==> src/rtl/icfc_regs.svh <==
`ifndef ICFC_REGS_SVH
`define ICFC_REGS_SVH

// ----------------------------------------
// Flag bit positions
// ----------------------------------------
`define ICFC_FLAG_Z 0
`define ICFC_FLAG_C 1
`define ICFC_FLAG_AC 2
`define ICFC_FLAG_OV 3

// ----------------------------------------
// Flag masks and reset values
// ----------------------------------------
`define ICFC_MASK_ALL 4'hf
`define ICFC_MASK_Z 4'h1
`define ICFC_MASK_C 4'h2
`define ICFC_MASK_NONE 4'h0
`define ICFC_FLAGS_RST 4'h0
`define ICFC_GIE_RST 1'b0

// ----------------------------------------
// Bit-addressable window
// ----------------------------------------
`define ICFC_BIT_ADDR_MAX 8'h3f
`define ICFC_BIT_ADDR_W 6

// ----------------------------------------
// Cycle counts
// ----------------------------------------
`define ICFC_CYC_LONG 2'h2
`define ICFC_CYC_SHORT 2'h1

`endif

==> src/rtl/icfc_pkg.sv <==
package icfc_pkg;

   // ----------------------------------------
   // Instruction classes from the fetch decoder
   // ----------------------------------------
   typedef enum logic [4:0] {
      ICFC_CL_OTHER    = 5'h00,
      ICFC_CL_ARITH    = 5'h01,
      ICFC_CL_CMP_SKIP = 5'h02,
      ICFC_CL_CNT_SKIP = 5'h03,
      ICFC_CL_POPAF    = 5'h04,
      ICFC_CL_LOGIC    = 5'h05,
      ICFC_CL_LOAD     = 5'h06,
      ICFC_CL_SHIFT    = 5'h07,
      ICFC_CL_SWAPC    = 5'h08,
      ICFC_CL_BIT_SET  = 5'h09,
      ICFC_CL_BIT_SKIP = 5'h0a,
      ICFC_CL_GOTO     = 5'h0b,
      ICFC_CL_CALL     = 5'h0c,
      ICFC_CL_IDXM     = 5'h0d,
      ICFC_CL_PCADD    = 5'h0e,
      ICFC_CL_RET      = 5'h0f,
      ICFC_CL_RETI     = 5'h10,
      ICFC_CL_ENGINT   = 5'h11,
      ICFC_CL_DISGINT  = 5'h12
   } icfc_class_t;

   // ----------------------------------------
   // Sequencer states
   // ----------------------------------------
   typedef enum logic [1:0] {
      ICFC_ST_EXEC = 2'b01,
      ICFC_ST_WAIT = 2'b10
   } icfc_state_t;

endpackage

==> src/rtl/icfc_dec_if.sv <==
`timescale 1ns/1ps
interface icfc_dec_if;
   import icfc_pkg::*;
   icfc_class_t instClass;
   logic [3:0] flagMask;
   logic isXfer;
   logic isSkip;
   logic isBit;
   logic isPop;

   modport decoder (input instClass, output flagMask, output isXfer, output isSkip,
                    output isBit, output isPop);
   modport user (output instClass, input flagMask, input isXfer, input isSkip,
                 input isBit, input isPop);
endinterface

==> src/rtl/icfc_cycle_ctrl.sv <==
`timescale 1ns/1ps
`include "icfc_regs.svh"
module icfc_cycle_ctrl
   import icfc_pkg::*;
#(
   parameter int PC_W = 12
) (
   input wire logic clk,
   input wire logic rst,
   input wire logic ce,
   input wire logic instValid,
   input wire icfc_class_t instClass,
   input wire logic skipCond,
   input wire logic [7:0] operandAddr,
   input wire logic [3:0] aluFlags,
   input wire logic [3:0] stackFlags,
   input wire logic [PC_W-1:0] pcCur,
   input wire logic [7:0] acc,
   input wire logic [PC_W-1:0] jumpTarget,
   input wire logic [PC_W-1:0] stackPc,
   input wire logic irqEnter,
   output logic instReady,
   output logic retire,
   output logic slotSquash,
   output logic [1:0] instCycles,
   output logic [3:0] flags,
   output logic gie,
   output logic pcLoad,
   output logic [PC_W-1:0] pcNext,
   output logic [`ICFC_BIT_ADDR_W-1:0] bitAddr,
   output logic bitAddrErr
);

   // ----------------------------------------
   // Helpers
   // ----------------------------------------
   function automatic logic [PC_W-1:0] addAcc(input logic [PC_W-1:0] pc,
                                               input logic [7:0] a);
      logic [PC_W+7:0] sum;
      sum = {8'h00, pc} + {{PC_W{1'b0}}, a};
      return sum[PC_W-1:0];
   endfunction

   function automatic logic bitInRange(input logic [7:0] addr);
      return addr <= `ICFC_BIT_ADDR_MAX;
   endfunction

   icfc_dec_if dec ();
   icfc_state_t state;
   logic accept;
   logic longInst;
   logic skipTaken;

   assign dec.instClass = instClass;
   assign accept = ce && instValid && (state == ICFC_ST_EXEC);
   assign skipTaken = dec.isSkip && skipCond;
   assign longInst = dec.isXfer || skipTaken;

   icfc_class_decode u_dec (
      .dec(dec.decoder)
   );

   // ----------------------------------------
   // Cycle sequencer
   // ----------------------------------------
   // One clock per instruction cycle; the second cycle never takes a new instruction
   always_ff @(posedge clk) begin
      if (rst) begin
         state <= ICFC_ST_EXEC;
         instReady <= 1'b1;
         retire <= 1'b0;
         slotSquash <= 1'b0;
         instCycles <= `ICFC_CYC_SHORT;
      end else if (ce) begin
         case (state)
            ICFC_ST_EXEC: begin
               retire <= 1'b0;
               slotSquash <= 1'b0;
               if (instValid) begin
                  if (longInst) begin
                     state <= ICFC_ST_WAIT;
                     instReady <= 1'b0;
                     slotSquash <= skipTaken;
                     instCycles <= `ICFC_CYC_LONG;
                  end else begin
                     retire <= 1'b1;
                     instCycles <= `ICFC_CYC_SHORT;
                  end
               end
            end
            ICFC_ST_WAIT: begin
               state <= ICFC_ST_EXEC;
               instReady <= 1'b1;
               retire <= 1'b1;
               slotSquash <= 1'b0;
            end
            default: begin
               state <= ICFC_ST_EXEC;
               instReady <= 1'b1;
               retire <= 1'b0;
               slotSquash <= 1'b0;
            end
         endcase
      end
   end

   // ----------------------------------------
   // Status flags
   // ----------------------------------------
   // Flags move only on an accepted instruction, so the squashed slot cannot touch them
   always_ff @(posedge clk) begin
      if (rst) begin
         flags <= `ICFC_FLAGS_RST;
      end else if (accept) begin
         if (dec.isPop) begin
            flags <= stackFlags;
         end else begin
            flags <= (flags & ~dec.flagMask) | (aluFlags & dec.flagMask);
         end
      end
   end

   // ----------------------------------------
   // Program counter and interrupt enable
   // ----------------------------------------
   always_ff @(posedge clk) begin
      if (rst) begin
         pcLoad <= 1'b0;
         pcNext <= '0;
      end else if (ce) begin
         pcLoad <= 1'b0;
         if (accept) begin
            case (instClass)
               ICFC_CL_PCADD: begin
                  pcLoad <= 1'b1;
                  pcNext <= addAcc(pcCur, acc);
               end
               ICFC_CL_RET, ICFC_CL_RETI: begin
                  pcLoad <= 1'b1;
                  pcNext <= stackPc;
               end
               ICFC_CL_GOTO, ICFC_CL_CALL: begin
                  pcLoad <= 1'b1;
                  pcNext <= jumpTarget;
               end
               default: begin
                  pcLoad <= 1'b0;
               end
            endcase
         end
      end
   end

   // Instruction enables win over an interrupt entry in the same cycle
   always_ff @(posedge clk) begin
      if (rst) begin
         gie <= `ICFC_GIE_RST;
      end else if (ce) begin
         if (accept && (instClass == ICFC_CL_RETI || instClass == ICFC_CL_ENGINT)) begin
            gie <= 1'b1;
         end else if (accept && instClass == ICFC_CL_DISGINT) begin
            gie <= 1'b0;
         end else if (irqEnter) begin
            gie <= 1'b0;
         end
      end
   end

   // ----------------------------------------
   // Bit address window
   // ----------------------------------------
   // Upper address bits are dropped; the error pulse tells the core the access is void
   always_ff @(posedge clk) begin
      if (rst) begin
         bitAddr <= '0;
         bitAddrErr <= 1'b0;
      end else if (ce) begin
         bitAddrErr <= 1'b0;
         if (accept && dec.isBit) begin
            bitAddr <= operandAddr[`ICFC_BIT_ADDR_W-1:0];
            bitAddrErr <= !bitInRange(operandAddr);
         end
      end
   end
endmodule

==> src/rtl/icfc_class_decode.sv <==
`timescale 1ns/1ps
`include "icfc_regs.svh"
module icfc_class_decode
   import icfc_pkg::*;
(
   icfc_dec_if.decoder dec
);

   // ----------------------------------------
   // Class to flag mask and timing group
   // ----------------------------------------
   always_comb begin
      dec.flagMask = `ICFC_MASK_NONE;
      dec.isXfer = 1'b0;
      dec.isSkip = 1'b0;
      dec.isBit = 1'b0;
      dec.isPop = 1'b0;
      case (dec.instClass)
         ICFC_CL_ARITH: begin
            dec.flagMask = `ICFC_MASK_ALL;
         end
         ICFC_CL_CMP_SKIP, ICFC_CL_CNT_SKIP: begin
            dec.flagMask = `ICFC_MASK_ALL;
            dec.isSkip = 1'b1;
         end
         ICFC_CL_POPAF: begin
            dec.flagMask = `ICFC_MASK_ALL;
            dec.isPop = 1'b1;
         end
         ICFC_CL_LOGIC, ICFC_CL_LOAD: begin
            dec.flagMask = `ICFC_MASK_Z;
         end
         ICFC_CL_SHIFT: begin
            dec.flagMask = `ICFC_MASK_C;
         end
         ICFC_CL_SWAPC: begin
            dec.flagMask = `ICFC_MASK_C;
            dec.isBit = 1'b1;
         end
         ICFC_CL_BIT_SET: begin
            dec.isBit = 1'b1;
         end
         ICFC_CL_BIT_SKIP: begin
            dec.isBit = 1'b1;
            dec.isSkip = 1'b1;
         end
         ICFC_CL_GOTO, ICFC_CL_CALL, ICFC_CL_IDXM, ICFC_CL_PCADD, ICFC_CL_RET,
         ICFC_CL_RETI: begin
            dec.isXfer = 1'b1;
         end
         default: begin
            dec.flagMask = `ICFC_MASK_NONE;
         end
      endcase
   end

endmodule

==> config.mk <==
export PLATFORM = sky130hd
export DESIGN_NAME = icfc_cycle_ctrl
export DESIGN_NICKNAME = d
export VERILOG_FILES = /design/src/rtl/icfc_pkg.sv /design/src/rtl/icfc_dec_if.sv /design/src/rtl/icfc_cycle_ctrl.sv /design/src/rtl/icfc_class_decode.sv
export VERILOG_INCLUDE_DIRS = /design/src /design/src/rtl
export SDC_FILE = /design/constraint.sdc
export NUM_CORES = 1
export LEC_CHECK = 0
export BUFFER_PORTS_ARGS = -buffer_cell sky130_fd_sc_hd__buf_2
export CAP_MARGIN = 20
export CORE_ASPECT_RATIO = 0.6
export CORE_MARGIN = 2
export CORE_UTILIZATION = 46
export CTS_CLUSTER_SIZE = 14
export DETAILED_ROUTE_END_ITERATION = 12
export GPL_ROUTABILITY_DRIVEN = 0
export PLACE_DENSITY = 0.81
export SYNTH_ARGS = -nofsm -noshare
export SYNTH_HDL_FRONTEND = slang
export SYNTH_SLANG_ARGS = --single-unit
==> constraint.sdc <==
create_clock -name clk -period 2.66 [get_ports clk]
set_input_delay 0.532 -clock clk [delete_from_list [all_inputs] [get_ports clk]]
set_output_delay 0.532 -clock clk [all_outputs]
set_load 0.03 [all_outputs]
==> results.json, run 1 <==
{
  "status": "complete, no violations",
  "dieArea_sq_mm": 0.00505,
  "p_total_w": 0.00128,
  "synth_area_per_cell_sq_um": 8.73,
  "grt_max_degree": 28,
  "pin_count": 101,
  "hpwl_um": 4450,
  "rsz0062_at_grt": "no",
  "max-slew-margin-rel": 0.625,
  "cp-start-kind": "input port",
  "reg2reg_slack_ns": 0.60,
  "core_area_sq_mm": 0.00421,
  "ys_seq_elements": 31,
  "postLayoutCoreUtil": 0.644,
  "path_max_fanout": 3,
  "crit_arrival_ns": 2.55,
  "synth_nets": 318,
  "power.leakage_nw": 1.32,
  "drive_above_1_share": 0.390,
  "drv.max_cap_violation_count": 0,
  "grt_pass1_wl_um": 9110,
  "synth.area.top_cells": "dfxtp_1 (30%), ha_1 (6.1%), mux2i_1 (4.9%)",
  "setup_viol": 0,
  "ir_worst_vdd_mv": 0.222,
  "yosysUniqueCellTypes": 58,
  "grt-ovfl-total": 0,
  "clock-root-buffer": "clkbuf_8",
  "drc": 0,
  "max_freq_mhz": 427,
  "port_buffers": 100,
  "critPathRequiredTime_ns": 2.87,
  "synth_top_cells_by_count": "dfxtp_1 (31), a21oi_1 (18), nor2_1 (17), ha_1 (10), mux2i_1 (10)",
  "ys.flop_type": "dfxtp_1",
  "track_usage": 0.223,
  "min_period_ns": 2.34,
  "whs_endpoint": "instCycles[0]",
  "r2r-start": "state[0]",
  "postCtsSetupRepairBufs": 0,
  "cts_tree": "done",
  "nets": 414,
  "reg2reg_depth": 7,
  "die_w_um": 90.4,
  "cts_hold_buffers": 0,
  "hp-start": "instCycles[0]",
  "ctsHtreeMaxLevel": 2,
  "synthArstFlopShare": 0,
  "cts_buffers": 5,
  "first_pass_iters": 8,
  "antenna_found_initial": 0,
  "drtIter0Drc": 223,
  "clock_skew_ns": 0.00384,
  "hold_path.class": "reg -> reg",
  "synth-edff-count": 0,
  "die_h_um": 55.8,
  "synth_area_sq_mm": 0.00206,
  "post_cts_resized": 0,
  "cts_buffer_depth": 2,
  "dr_total_vias": 2172,
  "synth.top_cell.area_share": 0.301,
  "row_count": 18,
  "wl_per_cell_um": 14.5,
  "ys_warn_count": 0,
  "syn_inst": 236,
  "setup_tns_ns": 0,
  "powerDensity_mw_per_mm2": 474,
  "drt-total-wl_um": 5720,
  "clock_latency_ns": 0.29,
  "r2r_end": "pcNext[9]",
  "fill_cells": 368,
  "numClockSinks": 31,
  "path_class": "in -> reg",
  "diodes": 0,
  "seq_area_frac_synth": 0.301,
  "yosysTopAreaCell": "dfxtp_1",
  "min_period_over_period": 0.881,
  "syn2layout_area_growth_pct": 31.6,
  "grt_pass1_vias": 1984,
  "worstMarginPinSlew_ns": 0.563,
  "vias_per_cell": 5.53,
  "finalHoldViolations": 0,
  "clkTransAtPathRegs_ns": 0.07,
  "yosysMostFrequentCell": "dfxtp_1",
  "drtAntennaViolNets": 0,
  "slew_viol_final": 0,
  "initial_core_util": 0.489,
  "critPathCaptureType": "flop",
  "holdPathStages": 1
}
==> worst max path at each step <==
| stage | startpoint | end | slack (ns) | depth (start not counted) |
|---|---|---|---|---|
| after floorplan | pcCur[0] | pcNext[8] | 0.33 | 7 |
| after global placement | pcCur[0] | pcNext[8] | 0.09 | 8 |
| after detailed placement | pcCur[0] | pcNext[8] | 0.01 | 8 |
| after CTS | pcCur[0] | pcNext[8] | 0.32 | 8 |
| after global routing | pcCur[0] | pcNext[8] | 0.22 | 8 |
| final | pcCur[0] | pcNext[8] | 0.32 | 8 |
==> layout by cell type (no fill, tap or decap), types with 3 or more instances in the layout <==
cell type  Yosys  layout
nor2_2         6       6
nand2b_1       3       3
nand3_1        6       6
a21o_1         3       3
nor2_1        17      17
a211o_1        3       3
clkbuf_8       0       6
dfxtp_1       31      31
xnor2_1        3       3
o21a_1         3       3
a211oi_1       5       5
o211ai_1       5       5
a211oi_2       5       5
o21ai_0        5       5
o2111ai_1      3       3
mux2i_1       10      10
nor3_1         3       3
inv_1          9       9
buf_4          5       4
a22oi_1        5       5
o21ai_1        9       9
a21oi_1       18      18
nand2_1        8       8
buf_2          5     100
a222oi_1       7       7
ha_1          10      10
xor2_1         4       4
==> final cells by class <==
| type | count | area (sq um) | share of cell area |
|---|---|---|---|
| Multi-Input combinational cell | 180 | 1310 | 0.485 |
| Inverter | 9 | 33.8 | 0.0125 |
| Clock inverter | 2 | 35.0 | 0.0129 |
| Clock buffer | 6 | 82.6 | 0.0305 |
| Sequential cell | 31 | 621 | 0.229 |
| Timing Repair Buffer | 105 | 551 | 0.203 |
| Tap cell | 60 | 75.1 | 0.0277 |
==> metrics by stage <==
stage	setup slack, ns	instance area (sq um)	cells	hold slack, ns
detailed placement	0.0134	2590	385	0.449
CTS	0.322	2710	393	0.465
global route	0.216	2710	393	0.485
floorplan	0.326	2060	236	0.474
finish	0.316	2710	393	0.464
global placement	0.0875	2590	385	0.437
==> routing by layer <==
layer	GRT usage	part of all wire	vias to the layer above	routed length (um)
met1	0.317	0.48	968	2770
li1	-	-	1100	-
met2	0.328	0.42	99	2410
met5	0	0	-	0
met3	0.0610	0.085	5	484
met4	0.0703	0.0093	0	53
==> cell families (layout without fill, tap and decap cells) <==
group	Yosys count	count (layout)	share of synthesized area
buffers and inverters	25	122	0.0613
XOR/XNOR	7	7	0.0298
multiplexers	11	11	0.0540
adder cells (fa/ha/maj)	11	11	0.0704
AND/OR/NAND/NOR	64	64	0.169
flip-flops	31	31	0.301
AO/OA/AOI/OAI	87	87	0.315
==> critical path, stage by stage <==
cell      delay, ns
buf_2          0.10
ha_1           0.22
fa_1           0.44
a211oi_1       0.26
o21ai_1        0.18
o21ai_0        0.22
mux2_2         0.36
a311oi_1       0.23
==> report_power, final <==
part | leakage (nW) | switching (W) | internal (W)
combinational | 1.01 | 0.000175 | 0.000133
clock | 0.0612 | 0.000189 | 0.000303
sequential | 0.251 | 0.00000742 | 0.000477
total | 1.32 | 0.000371 | 0.000913
No activity file was read; power rests on OpenSTA's default activity.
==> inputs of run 2 (changes only) <==
--- a/config.mk
+++ b/config.mk
@@ -8,13 +8,15 @@
 export LEC_CHECK = 0
 export BUFFER_PORTS_ARGS = -buffer_cell sky130_fd_sc_hd__buf_2
 export CAP_MARGIN = 20
+export CELL_PAD_IN_SITES_DETAIL_PLACEMENT = 1
+export CELL_PAD_IN_SITES_GLOBAL_PLACEMENT = 2
 export CORE_ASPECT_RATIO = 0.6
 export CORE_MARGIN = 2
-export CORE_UTILIZATION = 46
+export CORE_UTILIZATION = 25
 export CTS_CLUSTER_SIZE = 14
 export DETAILED_ROUTE_END_ITERATION = 12
 export GPL_ROUTABILITY_DRIVEN = 0
-export PLACE_DENSITY = 0.81
+export PLACE_DENSITY = 0.8
 export SYNTH_ARGS = -nofsm -noshare
 export SYNTH_HDL_FRONTEND = slang
 export SYNTH_SLANG_ARGS = --single-unit
==> run 2 against run 1 <==
  * Critical path depth unchanged
  * Register-to-register slack about the same
  * Largest cell class unchanged
  * First-iteration DRC count decreased by 51%
  * Largest power group unchanged
  * Sequential cell count unchanged
  * Global-route usage down 5.8 points
==> results.json, run 2 (same netlist as run 1, synthesis figures left out) <==
{
  "status": "complete, no violations",
  "p_total_w": 0.00149,
  "clkTransAtPathRegs_ns": 0.06,
  "power.leakage_nw": 1.36,
  "vias_per_cell": 4.99,
  "cts_tree": "done",
  "crit_arrival_ns": 2.50,
  "max_freq_mhz": 432,
  "ir_worst_vdd_mv": 0.234,
  "drv.max_cap_violation_count": 0,
  "critPathCaptureType": "flop",
  "initial_core_util": 0.259,
  "post_cts_resized": 0,
  "grt_pass1_vias": 2348,
  "min_period_over_period": 0.870,
  "clock_skew_ns": 0.00396,
  "numClockSinks": 31,
  "cp-start-kind": "input port",
  "fill_cells": 981,
  "critPathSlowestCell": "fa_1",
  "postLayoutCoreUtil": 0.359,
  "path_max_fanout": 3,
  "core_area_sq_mm": 0.00795,
  "crit_family": "compound AO/OA/AOI/OAI gates",
  "seq_area_sq_um": 621,
  "layout_commonest_cell": "buf_2",
  "drt-total-wl_um": 7260,
  "hold_path.class": "reg -> reg",
  "ctsHtreeMaxLevel": 2,
  "holdWs_ns": 0.462,
  "nets": 417,
  "postCtsSetupRepairBufs": 0,
  "cts_hold_buffers": 0,
  "grt_pass1_wl_um": 11700,
  "clock-root-buffer": "clkbuf_16",
  "grt_max_degree": 28,
  "path_class": "in -> reg",
  "diodes": 0,
  "dr_total_vias": 2215,
  "slew_viol_final": 0,
  "finalHoldViolations": 0,
  "setup_tns_ns": 0,
  "multi_input_area_sq_mm": 0.00131,
  "track_usage": 0.165,
  "drc": 0,
  "pin_count": 101,
  "timing.critical_path.buf_inv": 1,
  "cts_buffer_depth": 2,
  "cts_buffers": 5,
  "antenna_found_initial": 0,
  "critPathMaxStageDelay_ns": 0.42,
  "worstMarginPinSlew_ns": 0.725,
  "final_cell_mix": "buf_2 (100), dfxtp_1 (31), a21oi_1 (18)",
  "drtAntennaViolNets": 0,
  "dieArea_sq_mm": 0.00901,
  "first_pass_iters": 4,
  "grt-ovfl-total": 0,
  "row_count": 25,
  "min_period_ns": 2.31,
  "die_w_um": 121,
  "port_buffers": 100,
  "drtIter0Drc": 110,
  "max-slew-margin-rel": 0.515,
  "syn2layout_area_growth_pct": 38.3,
  "critPathRequiredTime_ns": 2.84,
  "rsz0062_at_grt": "no",
  "cp_cell_sequence": "buf_2, ha_1, fa_1, a211oi_1, o21ai_1, o21ai_0, mux2_2, a311oi_1",
  "clock_latency_ns": 0.28,
  "die_h_um": 74.3,
  "wl_per_cell_um": 16.3,
  "powerDensity_mw_per_mm2": 522,
  "hpwl_um": 5870,
  "setup_viol": 0,
  "drive_above_1_share": 0.396
}
run 2: cell count changes in the layout (fill, tap and decap cells not counted):
cell       delta
clkbuf_16     +5
clkbuf_8      -5
buf_4         +3
run 2: per-stage QoR:
| step | cell area [sq um] | setup WS [ns] | cells |
|---|---|---|---|
| floorplan | 2060 | 0.326 | 236 |
| global placement | 2680 | 0.138 | 436 |
| detailed placement | 2680 | 0.0265 | 436 |
| CTS | 2850 | 0.311 | 444 |
| global route | 2850 | 0.226 | 444 |
| finish | 2850 | 0.346 | 444 |
run 2: layer usage:
| metal | track usage | up-vias | share of wire |
|---|---|---|---|
| met5 | 0 | - | 0 |
| met1 | 0.232 | 1043 | 0.51 |
| met2 | 0.260 | 68 | 0.42 |
| met3 | 0.0452 | 5 | 0.064 |
| met4 | 0.0294 | 0 | 0.0055 |
| li1 | - | 1099 | - |
run 2: final timing paths:
kind,from,end,slack (ns),cells past startpoint
min,slotSquash,slotSquash,0.46,2
min reg2reg,slotSquash,slotSquash,0.46,2
max reg2reg,state[0],pcNext[3],0.59,8
max,pcCur[0],pcNext[8],0.35,8
run 2: cell type report:
class,count,area share
clock buffer,6,0.0487
clock inverter,2,0.0123
inverter,9,0.0119
multi-input combinational,180,0.461
sequential,31,0.218
tap,108,0.0474
timing repair buffer,108,0.201
run 2: power by group:
group / internal, W / switching [W] / total, W
Clock: 0.000465 / 0.000214 / 0.000679
Sequential: 0.000478 / 0.00000817 / 0.000486
Combinational: 0.000137 / 0.000185 / 0.000322
Total: 0.00108 / 0.000407 / 0.00149
run 2: worst register-to-register path, cell delays in order, from the launching register on:
cell      delay, ns
dfxtp_1        0.38
ha_1           0.22
nand3_1        0.09
buf_4          0.17
a21oi_1        0.18
and2_1         0.49
buf_12         0.22
nor2_2         0.05
a211oi_2       0.18
